`src/port_a_pkg.sv`:
```
// Purpose: shared constants and types for the port A pin block
// Assumes: byte-wide register port, 8-bit data, 6 port pins
// Notes: offsets are byte addresses of the register port
package port_a_pkg;
  localparam int unsigned PIN_COUNT = 6;
  localparam int unsigned ADDR_WIDTH = 2;
  localparam int unsigned DATA_WIDTH = 8;

  // ==========================================================
  // register map
  localparam logic [1:0] OFFSET_PIN_DATA = 2'h0;
  localparam logic [1:0] OFFSET_RESERVED_AFTER_DATA = 2'h1;
  localparam logic [1:0] OFFSET_PIN_DIRECTION = 2'h2;
  localparam logic [1:0] OFFSET_RESERVED_AFTER_DIRECTION = 2'h3;

  localparam logic [5:0] PIN_DATA_RESET = 6'h00;
  localparam logic [5:0] PIN_DIRECTION_RESET = 6'h00;
  localparam logic [7:0] READ_ZERO = 8'h00;
  localparam logic [1:0] UPPER_ZERO = 2'h0;

  // ==========================================================
  // serial interface pin positions
  localparam int unsigned PIN_SLAVE_SELECT = 3;
  localparam int unsigned PIN_SERIAL_CLOCK = 2;
  localparam int unsigned PIN_MASTER_OUT = 1;
  localparam int unsigned PIN_MASTER_IN = 0;
  localparam logic [5:0] SERIAL_CAPABLE_MASK = 6'h0f;

  typedef struct packed {
    logic [ADDR_WIDTH-1:0] addr;
    logic [DATA_WIDTH-1:0] wdata;
    logic write;
    logic read;
  } reg_req_type;

  // per-pin control from the serial interface
  typedef struct packed {
    logic [PIN_COUNT-1:0] own;
    logic [PIN_COUNT-1:0] drive_enable;
    logic [PIN_COUNT-1:0] drive_value;
  } serial_ctrl_type;

  typedef struct packed {
    logic [PIN_COUNT-1:0] out;
    logic [PIN_COUNT-1:0] oe;
  } pin_drive_type;
endpackage

```
`src/pin_sync.sv`:
```
// Purpose: two-stage synchroniser for the port pin inputs
// Assumes: pins are asynchronous to i_clk
// Notes: first stage feeds only the second stage
`timescale 1ns/10ps
module pin_sync (
  // clock and reset
  input wire logic i_clk,
  input wire logic i_resetn,
  // pins
  input wire logic [port_a_pkg::PIN_COUNT-1:0] i_pin,
  output logic [port_a_pkg::PIN_COUNT-1:0] o_pin_sync
);
  import port_a_pkg::*;

  logic [PIN_COUNT-1:0] stage1_reg;

  // ==========================================================
  // synchroniser
  always_ff @(posedge i_clk) begin
    if (!i_resetn) begin
      stage1_reg <= PIN_DATA_RESET;
      o_pin_sync <= PIN_DATA_RESET;
    end else begin
      stage1_reg <= i_pin;
      o_pin_sync <= stage1_reg;
    end
  end
endmodule

```
`src/port_a_gpio_spi_share.sv`:
```
// Purpose: port A general purpose pins shared with the serial interface
// Assumes: one clock, synchronous active-low reset, byte register port
// Notes: pin outputs are registered, so pins follow registers one cycle later
//
// Behaviour
// - data read gives stored bit for outputs, synchronised pin level for inputs.
// - pins 3,2,1,0 carry select, clock, master-out, master-in; pins 5,4 none.
// - pins not used by the serial interface act as general purpose pins.
// - serial interface sets owned pin direction; stored direction bit stays unchanged.
// - general purpose direction 1 drives data register, 0 leaves pin undriven.
// - direction holds bits 5..0; bits 7,6 of data and direction read zero.
// - both reserved bytes read zero and ignore writes.
// - data and direction registers readable and writable at any time.
//
// Implementation choice: the address-and-strobe port.
`timescale 1ns/10ps
module port_a_gpio_spi_share (
  // clock and reset
  input wire logic i_clk,
  input wire logic i_resetn,
  // register port
  input wire port_a_pkg::reg_req_type i_req,
  output logic [port_a_pkg::DATA_WIDTH-1:0] o_rdata,
  // serial interface side
  input wire port_a_pkg::serial_ctrl_type i_serial,
  output logic [port_a_pkg::PIN_COUNT-1:0] o_serial_pin_in,
  // package pins
  input wire logic [port_a_pkg::PIN_COUNT-1:0] i_pin,
  output port_a_pkg::pin_drive_type o_pin
);
  import port_a_pkg::*;

  logic [PIN_COUNT-1:0] pin_data_reg;
  logic [PIN_COUNT-1:0] pin_direction_reg;
  logic [PIN_COUNT-1:0] pin_level;
  logic [PIN_COUNT-1:0] own_mask;
  logic [PIN_COUNT-1:0] data_view;
  logic [DATA_WIDTH-1:0] rdata_next;
  pin_drive_type pin_next;

  // ==========================================================
  // input synchroniser
  pin_sync u_pin_sync (
    .i_clk(i_clk),
    .i_resetn(i_resetn),
    .i_pin(i_pin),
    .o_pin_sync(pin_level)
  );

  // pins 5 and 4 cannot be claimed even if the interface asserts ownership
  assign own_mask = i_serial.own & SERIAL_CAPABLE_MASK;

  // ==========================================================
  // register writes
  always_ff @(posedge i_clk) begin
    if (!i_resetn) begin
      pin_data_reg <= PIN_DATA_RESET;
    end else if (i_req.write && i_req.addr == OFFSET_PIN_DATA) begin
      pin_data_reg <= i_req.wdata[PIN_COUNT-1:0];
    end
  end

  // the direction bit is written by software only, never by ownership changes
  always_ff @(posedge i_clk) begin
    if (!i_resetn) begin
      pin_direction_reg <= PIN_DIRECTION_RESET;
    end else if (i_req.write && i_req.addr == OFFSET_PIN_DIRECTION) begin
      pin_direction_reg <= i_req.wdata[PIN_COUNT-1:0];
    end
  end

  // ==========================================================
  // read path
  genvar g;
  generate
    for (g = 0; g < PIN_COUNT; g++) begin : gen_view
      assign data_view[g] = pin_direction_reg[g] ? pin_data_reg[g] : pin_level[g];
    end
  endgenerate

  always_comb begin
    rdata_next = READ_ZERO;
    if (i_req.read) begin
      case (i_req.addr)
        OFFSET_PIN_DATA: rdata_next = {UPPER_ZERO, data_view};
        OFFSET_PIN_DIRECTION: rdata_next = {UPPER_ZERO, pin_direction_reg};
        OFFSET_RESERVED_AFTER_DATA: rdata_next = READ_ZERO;
        OFFSET_RESERVED_AFTER_DIRECTION: rdata_next = READ_ZERO;
        default: rdata_next = READ_ZERO;
      endcase
    end
  end

  // read data stands only in the cycle after the strobe
  always_ff @(posedge i_clk) begin
    if (!i_resetn) begin
      o_rdata <= READ_ZERO;
    end else begin
      o_rdata <= rdata_next;
    end
  end

  // ==========================================================
  // pin drive multiplexing
  generate
    for (g = 0; g < PIN_COUNT; g++) begin : gen_drive
      // owned pins take the interface's drive, free pins the registers
      assign pin_next.oe[g] = own_mask[g] ? i_serial.drive_enable[g] : pin_direction_reg[g];
      assign pin_next.out[g] = own_mask[g] ? i_serial.drive_value[g] : pin_data_reg[g];
    end
  endgenerate

  always_ff @(posedge i_clk) begin
    if (!i_resetn) begin
      o_pin <= '0;
    end else begin
      o_pin <= pin_next;
    end
  end

  // synchronised levels go to the serial interface for its input pins
  always_ff @(posedge i_clk) begin
    if (!i_resetn) begin
      o_serial_pin_in <= PIN_DATA_RESET;
    end else begin
      o_serial_pin_in <= pin_level & own_mask;
    end
  end
endmodule

```
`config.mk`:
```
export PLATFORM = sky130hd
export DESIGN_NAME = port_a_gpio_spi_share
export DESIGN_NICKNAME = d
export VERILOG_FILES = /design/src/port_a_pkg.sv /design/src/pin_sync.sv /design/src/port_a_gpio_spi_share.sv
export SDC_FILE = /design/constraint.sdc
export NUM_CORES = 1
export LEC_CHECK = 0
export ABC_AREA = 1
export BUFFER_PORTS_ARGS = -buffer_cell sky130_fd_sc_hd__clkbuf_2
export CORE_ASPECT_RATIO = 0.5
export CORE_UTILIZATION = 52
export DETAILED_ROUTE_END_ITERATION = 16
export GPL_ROUTABILITY_DRIVEN = 0
export PLACE_DENSITY = 0.95
export SLEW_MARGIN = 10
export SYNTH_ARGS = -nofsm -noshare
export SYNTH_HDL_FRONTEND = slang
export SYNTH_SLANG_ARGS = --single-unit
```
`constraint.sdc`:
```
create_clock -name i_clk -period 2.2 [get_ports i_clk]
set_input_delay 0.33 -clock i_clk [delete_from_list [all_inputs] [get_ports i_clk]]
set_output_delay 0.33 -clock i_clk [all_outputs]
set_load 0.01 [all_outputs]
```
==> flow_summary.ini, run 1 <==
[finish]
drive_gt1_frac = 0.358
area.growth.synth_to_final_pct = 19.9
largest_register = o_pin
largest_register_ffs = 12
n_antenna_cell = 0
postLayoutCellArea_sq_mm = 0.00208
final_cells = 311
fin_nets = 308

[yosys]
synth-async-reset-ratio = 0
avgSynthCellArea_sq_um = 7.92
ys_types = 18
synth_top_area_share = 0.531
syn_inst = 219
yosys_warnings = 0
yosys.cell_count.top_type = dfxtp_1
ys_top_cells_by_area = dfxtp_1 53%, nand2_1 9.3%, nor2_1 7.4%, inv_1 4.8%, nor2_2 3.2%
yosys.area.top_type = dfxtp_1
synth_edf_count = 0
netlist_top_cells_count = 46 x dfxtp_1, 43 x nand2_1, 34 x nor2_1, 22 x inv_1, 13 x inv_2
ys_ff_latch = 46
synth_area_sq_mm = 0.00173
yosysSeqAreaShare = 0.531
synth_top_flop_cell = dfxtp_1

[setup_path]
startpoint_type = flip-flop
reg2reg_depth = 5
rr_startpoint = pin_direction_reg[4]$_SDFFE_PN0P_
crit_cells = 1
worstPathArrival_ps = 760
path_max_fanout = 1
slowest_stage = dfxtp_1
slowest_delay_ps = 330
r2r_end = o_rdata[4]$_SDFF_PN0_
end_kind = primary output
timing.critical_path.from = o_pin[5]$_SDFF_PN0_
critical_path.endpoint = o_pin[5]
critPathBufInv = 1
crit_chain = clkbuf_2
crit_type = reg -> out
r2r_setup_slack_ps = 1390
cpLargestDelayFamily = flip-flops
critPathRequiredTime_ps = 1870

[run]
timing.max_cap.violations = 0

[detailed_routing]
vias_per_cell = 4.50
drc_errors = 0
vias = 1400
wirelength_mm = 3.11
wl_per_cell_um = 10.0
drtIter0Drc = 86
firstDrtPassIters = 5
ant_nets = 0

[cts]
ctsResizeCount = 0
clock_latency_ps = 300
root_buffer = clkbuf_8
cts_tree = yes
clockBufferDepth = 2
clkSlewWorstSetupHoldPaths_ps = 90
cts_hold_buffers = 0
cts_buffers = 5
htree_num_levels = 2
clock-sinks = 46
cts_setup_buffers = 0

[sta]
hold_violations = 0
post-route-period-util = 0.493
finalSetupTns_ps = 0
hold_ws_ps = 213
setup_viol = 0
drv_slew = 0
fin_worst_skew_ps = 7.13
min_period_ps = 1090
rsz0062_at_grt = false
fmax_mhz = 922

[placement]
port_buffers = 51
placed_area_sq_mm = 0.00197
dp_cells = 303
dpl.hpwl_mm = 2.28

[floorplanning]
core_sq_mm = 0.00308
die_area_sq_mm = 0.00358
die_y_um = 42.8
die_w_um = 83.7
start_util = 0.562
io_pins = 64
rows = 14

[global_route]
use_met3 = 0.0603
globalRouteTotalUtil = 0.197
grt_pass1_vias = 1293
grt_use_met2 = 0.324
grt_max_degree = 22
use_met1 = 0.236
antenna_found_initial = 0
overflow = 0
grt.busiest_layer = met2
grt_pass1_wl_mm = 5.41

[min_path]
min-delay-start = i_pin[5]
hold_class = in -> reg

[pwr]
cellPowerDensity_mw_per_mm2 = 796
power.leakage_nw = 1.10
vdd_ir_drop_max_mv = 0.700

[status]
outcome = complete, no violations
[placed cells by master (no fill, tap or decap), drive strengths merged]
cell / netlist / final
bufinv: 0 / 1
inv: 35 / 35
clkinvlp: 0 / 1
buf: 11 / 1
dfxtp: 46 / 46
a21oi: 16 / 16
nand2: 51 / 51
clkbuf: 0 / 57
nor2: 44 / 44
nand3: 7 / 7
conb: 1 / 4
o21ai: 8 / 8
[worst min path at each step]
| stage | to | slack (ps) | cells after the start |
|---|---|---|---|
| after detailed placement | u_pin_sync.o_pin_sync[2]$_SDFF_PN0_ | 410 | 2 |
| final | u_pin_sync.stage1_reg[5]$_SDFF_PN0_ | 210 | 3 |
| after floorplan | u_pin_sync.o_pin_sync[0]$_SDFF_PN0_ | 400 | 2 |
| after global routing | u_pin_sync.stage1_reg[5]$_SDFF_PN0_ | 210 | 3 |
| after CTS | u_pin_sync.stage1_reg[5]$_SDFF_PN0_ | 210 | 3 |
| after global placement | u_pin_sync.o_pin_sync[5]$_SDFF_PN0_ | 400 | 2 |
[layout make-up]
class | instances | area (sq um)
multi-input combinational | 130 | 604
sequential | 46 | 921
clock buffer | 6 | 72.6
fill | 248 | 1000
clock inverter | 2 | 37.5
tap | 40 | 50.0
timing repair buffer | 52 | 263
inverter | 35 | 131
[report_power, final]
| group | internal [mW] | switching, mW |
|---|---|---|
| sequential | 0.868 | 0.0155 |
| combinational | 0.0620 | 0.0976 |
| clock | 0.339 | 0.273 |
| total | 1.27 | 0.386 |
[cells by family after synthesis]
family                 synth area share
AO/OA/AOI/OAI                    0.0823
other                           0.00216
buffers and inverters             0.127
flip-flops                        0.531
AND/OR/NAND/NOR                   0.258
[worst min-delay path, cell delays in order]
cell      delay (ps)
clkbuf_2          70
nand2_1           50
inv_2             40
[metal layers]
metal | up-vias | wire [um]
li1 | 743 | -
met1 | 599 | 1350
met2 | 48 | 1490
met3 | 10 | 206
met4 | 0 | 62
met5 | - | 0
[metrics by stage]
stage,utilization,power (mW),setup WS (ps)
finish,0.675,1.66,1110
global route,0.675,1.73,1020
CTS,0.675,1.67,1110
detailed placement,0.639,1.06,838
global placement,0.639,1.06,850
floorplan,-,1.01,1320
Note: power is estimated with default switching activity, not from simulation.
==> inputs of run 2 (changes only) <==
--- a/config.mk
+++ b/config.mk
@@ -5,13 +5,13 @@
 export SDC_FILE = /design/constraint.sdc
 export NUM_CORES = 1
 export LEC_CHECK = 0
-export ABC_AREA = 1
+export ABC_AREA = 0
 export BUFFER_PORTS_ARGS = -buffer_cell sky130_fd_sc_hd__clkbuf_2
 export CORE_ASPECT_RATIO = 0.5
-export CORE_UTILIZATION = 52
+export CORE_UTILIZATION = 46
 export DETAILED_ROUTE_END_ITERATION = 16
 export GPL_ROUTABILITY_DRIVEN = 0
-export PLACE_DENSITY = 0.95
+export PLACE_DENSITY = 0.88
 export SLEW_MARGIN = 10
 export SYNTH_ARGS = -nofsm -noshare
 export SYNTH_HDL_FRONTEND = slang
==> constraint.sdc (replaced) <==
create_clock -name i_clk -period 1 [get_ports i_clk]
set_input_delay 0.15 -clock i_clk [delete_from_list [all_inputs] [get_ports i_clk]]
set_output_delay 0.15 -clock i_clk [all_outputs]
set_load 0.01 [all_outputs]
==> run 2 against run 1 <==
  * The run now ends with setup timing left
  * Cell area fell by 1.7%
  * Global-route usage shrank 2.1 points
  * Count of clock-buffer cells in the layout up 1
  * Total power increased by 100%
  * Non-clock buffer count rose by 10
  * Sequential share of layout area increased by 1.1 points
  * Sequential power is 120% higher
  * First-iteration DRC count is 45% lower
  * Combinational power increased by 74%
  * Critical endpoint is now o_rdata[3]$_SDFF_PN0_
==> flow_summary.ini, run 2 <==
[status]
outcome = complete, but fails checks
violations = setup timing

[setup_path]
worstPathArrival_ps = 1270
critPathRequiredTime_ps = 1230
startpoint_type = flip-flop
rr_startpoint = pin_direction_reg[3]$_SDFFE_PN0P_
r2r_setup_slack_ps = -40
r2r_end = o_rdata[3]$_SDFF_PN0_
reg2reg_depth = 2
path_max_fanout = 2
end_kind = flip-flop
crit_type = reg -> reg

[cts]
clockBufferDepth = 2
cts_tree = yes
cts_buffers = 5
clock_latency_ps = 290
clock-sinks = 46
cts_hold_buffers = 0
clkSlewWorstSetupHoldPaths_ps = 80
htree_num_levels = 2
root_buffer = clkbuf_8

[min_path]
hold_end = u_pin_sync.stage1_reg[0]$_SDFF_PN0_
min-delay-start = i_pin[0]
hold_class = in -> reg
hold_path_depth = 2

[finish]
layout_commonest_cell = clkbuf_2
largest_register = o_pin
regArea_sq_um = 927
fin_nets = 244
most-common-layout-cells = 51 x clkbuf_2, 41 x dfxtp_1, 20 x mux2i_1
fin_util = 0.655
fillers = 241
final_cells = 247
largest_register_ffs = 12
multi_input_area_sq_um = 609
area.growth.synth_to_final_pct = 30.0
n_antenna_cell = 0
postLayoutCellArea_sq_mm = 0.00204
drive_gt1_frac = 0.391

[sta]
setup_viol = 6
fmax_mhz = 959
rsz0062_at_grt = true
finalSetupTns_ps = -149
finalWorstSetupSlack_ps = -42.8
fin_worst_skew_ps = 3.28
post-route-period-util = 1.04
hold_violations = 0
drv_slew = 0
min_period_ps = 1040

[run]
timing.max_cap.violations = 0

[global_route]
grt_pass1_wl_mm = 4.84
globalRouteTotalUtil = 0.175
grt_max_degree = 23
antenna_found_initial = 0
overflow = 0
grt_pass1_vias = 1095

[detailed_routing]
drc_errors = 0
ant_nets = 0
vias = 1148
firstDrtPassIters = 10
wl_per_cell_um = 11.5
wirelength_mm = 2.84
drtIter0Drc = 47
vias_per_cell = 4.65

[placement]
pre_cts_ws_ps = -75.0
dpl.hpwl_mm = 2.07
port_buffers = 51
dp_cells = 238
placed_area_sq_mm = 0.00192

[yosys]
netlist_top_cells_count = 46 x dfxtp_1, 20 x mux2i_1, 18 x nand2_1, 12 x and2_1, 8 x nor2b_1
synth_edf_count = 0
ys_ff_latch = 46
synth-async-reset-ratio = 0
yosys_warnings = 0
avgSynthCellArea_sq_um = 11.0
synth_top_flop_cell = dfxtp_1
syn_inst = 143
yosys.cell_count.top_type = dfxtp_1
yosys.area.top_type = dfxtp_1
synth_area_sq_mm = 0.00157
yosysSeqAreaShare = 0.586
ys_types = 17
synth_top_area_share = 0.586
ys_top_cells_by_area = dfxtp_1 59%, mux2i_1 13%, and2_1 4.8%, nand2_1 4.3%, or4b_1 3.8%

[floorplanning]
die_area_sq_mm = 0.00367
core_sq_mm = 0.00312
die_w_um = 84.7
die_y_um = 43.3
rows = 14
io_pins = 64
start_util = 0.504

[pwr]
cellPowerDensity_mw_per_mm2 = 1630
power.leakage_nw = 1.01
vdd_ir_drop_max_mv = 1.01
[run 2: cell count changes after synthesis, moves of 8 or more]
cell,delta
o21ai_1,-8
mux2i_1,+20
inv_1,-18
nand2_2,-8
inv_2,-13
nor2_2,-9
and2_1,+12
nor2b_1,+8
nor2_1,-34
nand2_1,-25
[run 2: kinds of logic (layout without fill, tap and decap cells)]
logic type	count (synthesis)	after routing	synth area share
buffers and inverters	13	74	0.0454
muxes	20	20	0.127
AOI/OAI and AO/OA	12	12	0.0382
DFF	46	46	0.586
and+or+nand+nor	51	51	0.201
other	1	4	0.00239
[run 2: layout make-up]
cell class / count / share of cell area
Inverter: 4 / 0.00735
Clock buffer: 7 / 0.0423
Sequential cell: 46 / 0.454
Tap cell: 40 / 0.0245
Timing Repair Buffer: 62 / 0.171
Clock inverter: 1 / 0.00245
Multi-Input combinational cell: 87 / 0.298
[run 2: repair_timing]
item	4_1_cts	5_1_grt
buffers inserted	0	1
gates resized for setup	2	8
pin swaps	4	6
setup endpoints to repair	6	6
[run 2: where the power goes]
part / internal [mW] / switching (mW) / total, mW
combinational: 0.144 / 0.135 / 0.279
clock: 0.557 / 0.579 / 1.14
sequential: 1.89 / 0.0216 / 1.92
[run 2: critical path, stage by stage (launching register included)]
cell and delay, ps:
dfxtp_2 320, or4b_4 510, a21oi_2 150
[run 2: how the worst max path moves through the flow]
stage / endpoint / slack [ps] / start
finish: o_rdata[3]$_SDFF_PN0_ / -40 / pin_direction_reg[3]$_SDFFE_PN0P_
global route: o_rdata[2]$_SDFF_PN0_ / -70 / pin_direction_reg[2]$_SDFFE_PN0P_
CTS: o_rdata[1]$_SDFF_PN0_ / -30 / pin_direction_reg[1]$_SDFFE_PN0P_
detailed placement: o_rdata[4]$_SDFF_PN0_ / -70 / i_req[11]
global placement: o_rdata[5]$_SDFF_PN0_ / -60 / i_req[10]
floorplan: o_rdata[5]$_SDFF_PN0_ / 10 / pin_direction_reg[5]$_SDFFE_PN0P_
[run 2: through the flow]
stage	power, mW	hold slack [ps]
6_report	3.33	52.7
5_1_grt	3.47	52.7
4_1_cts	3.36	44.8
3_5_place_dp	2.23	358
3_3_place_gp	2.22	357
2_1_floorplan	2.10	277
[run 2: layer usage]
layer  up-vias  global-route usage  routed length [um]
li1        593                   -                   -
met1       515               0.203                1290
met2        32               0.296                1340
met3         8              0.0648                 161
met4         0              0.0881                  48
met5         -                   0                   0
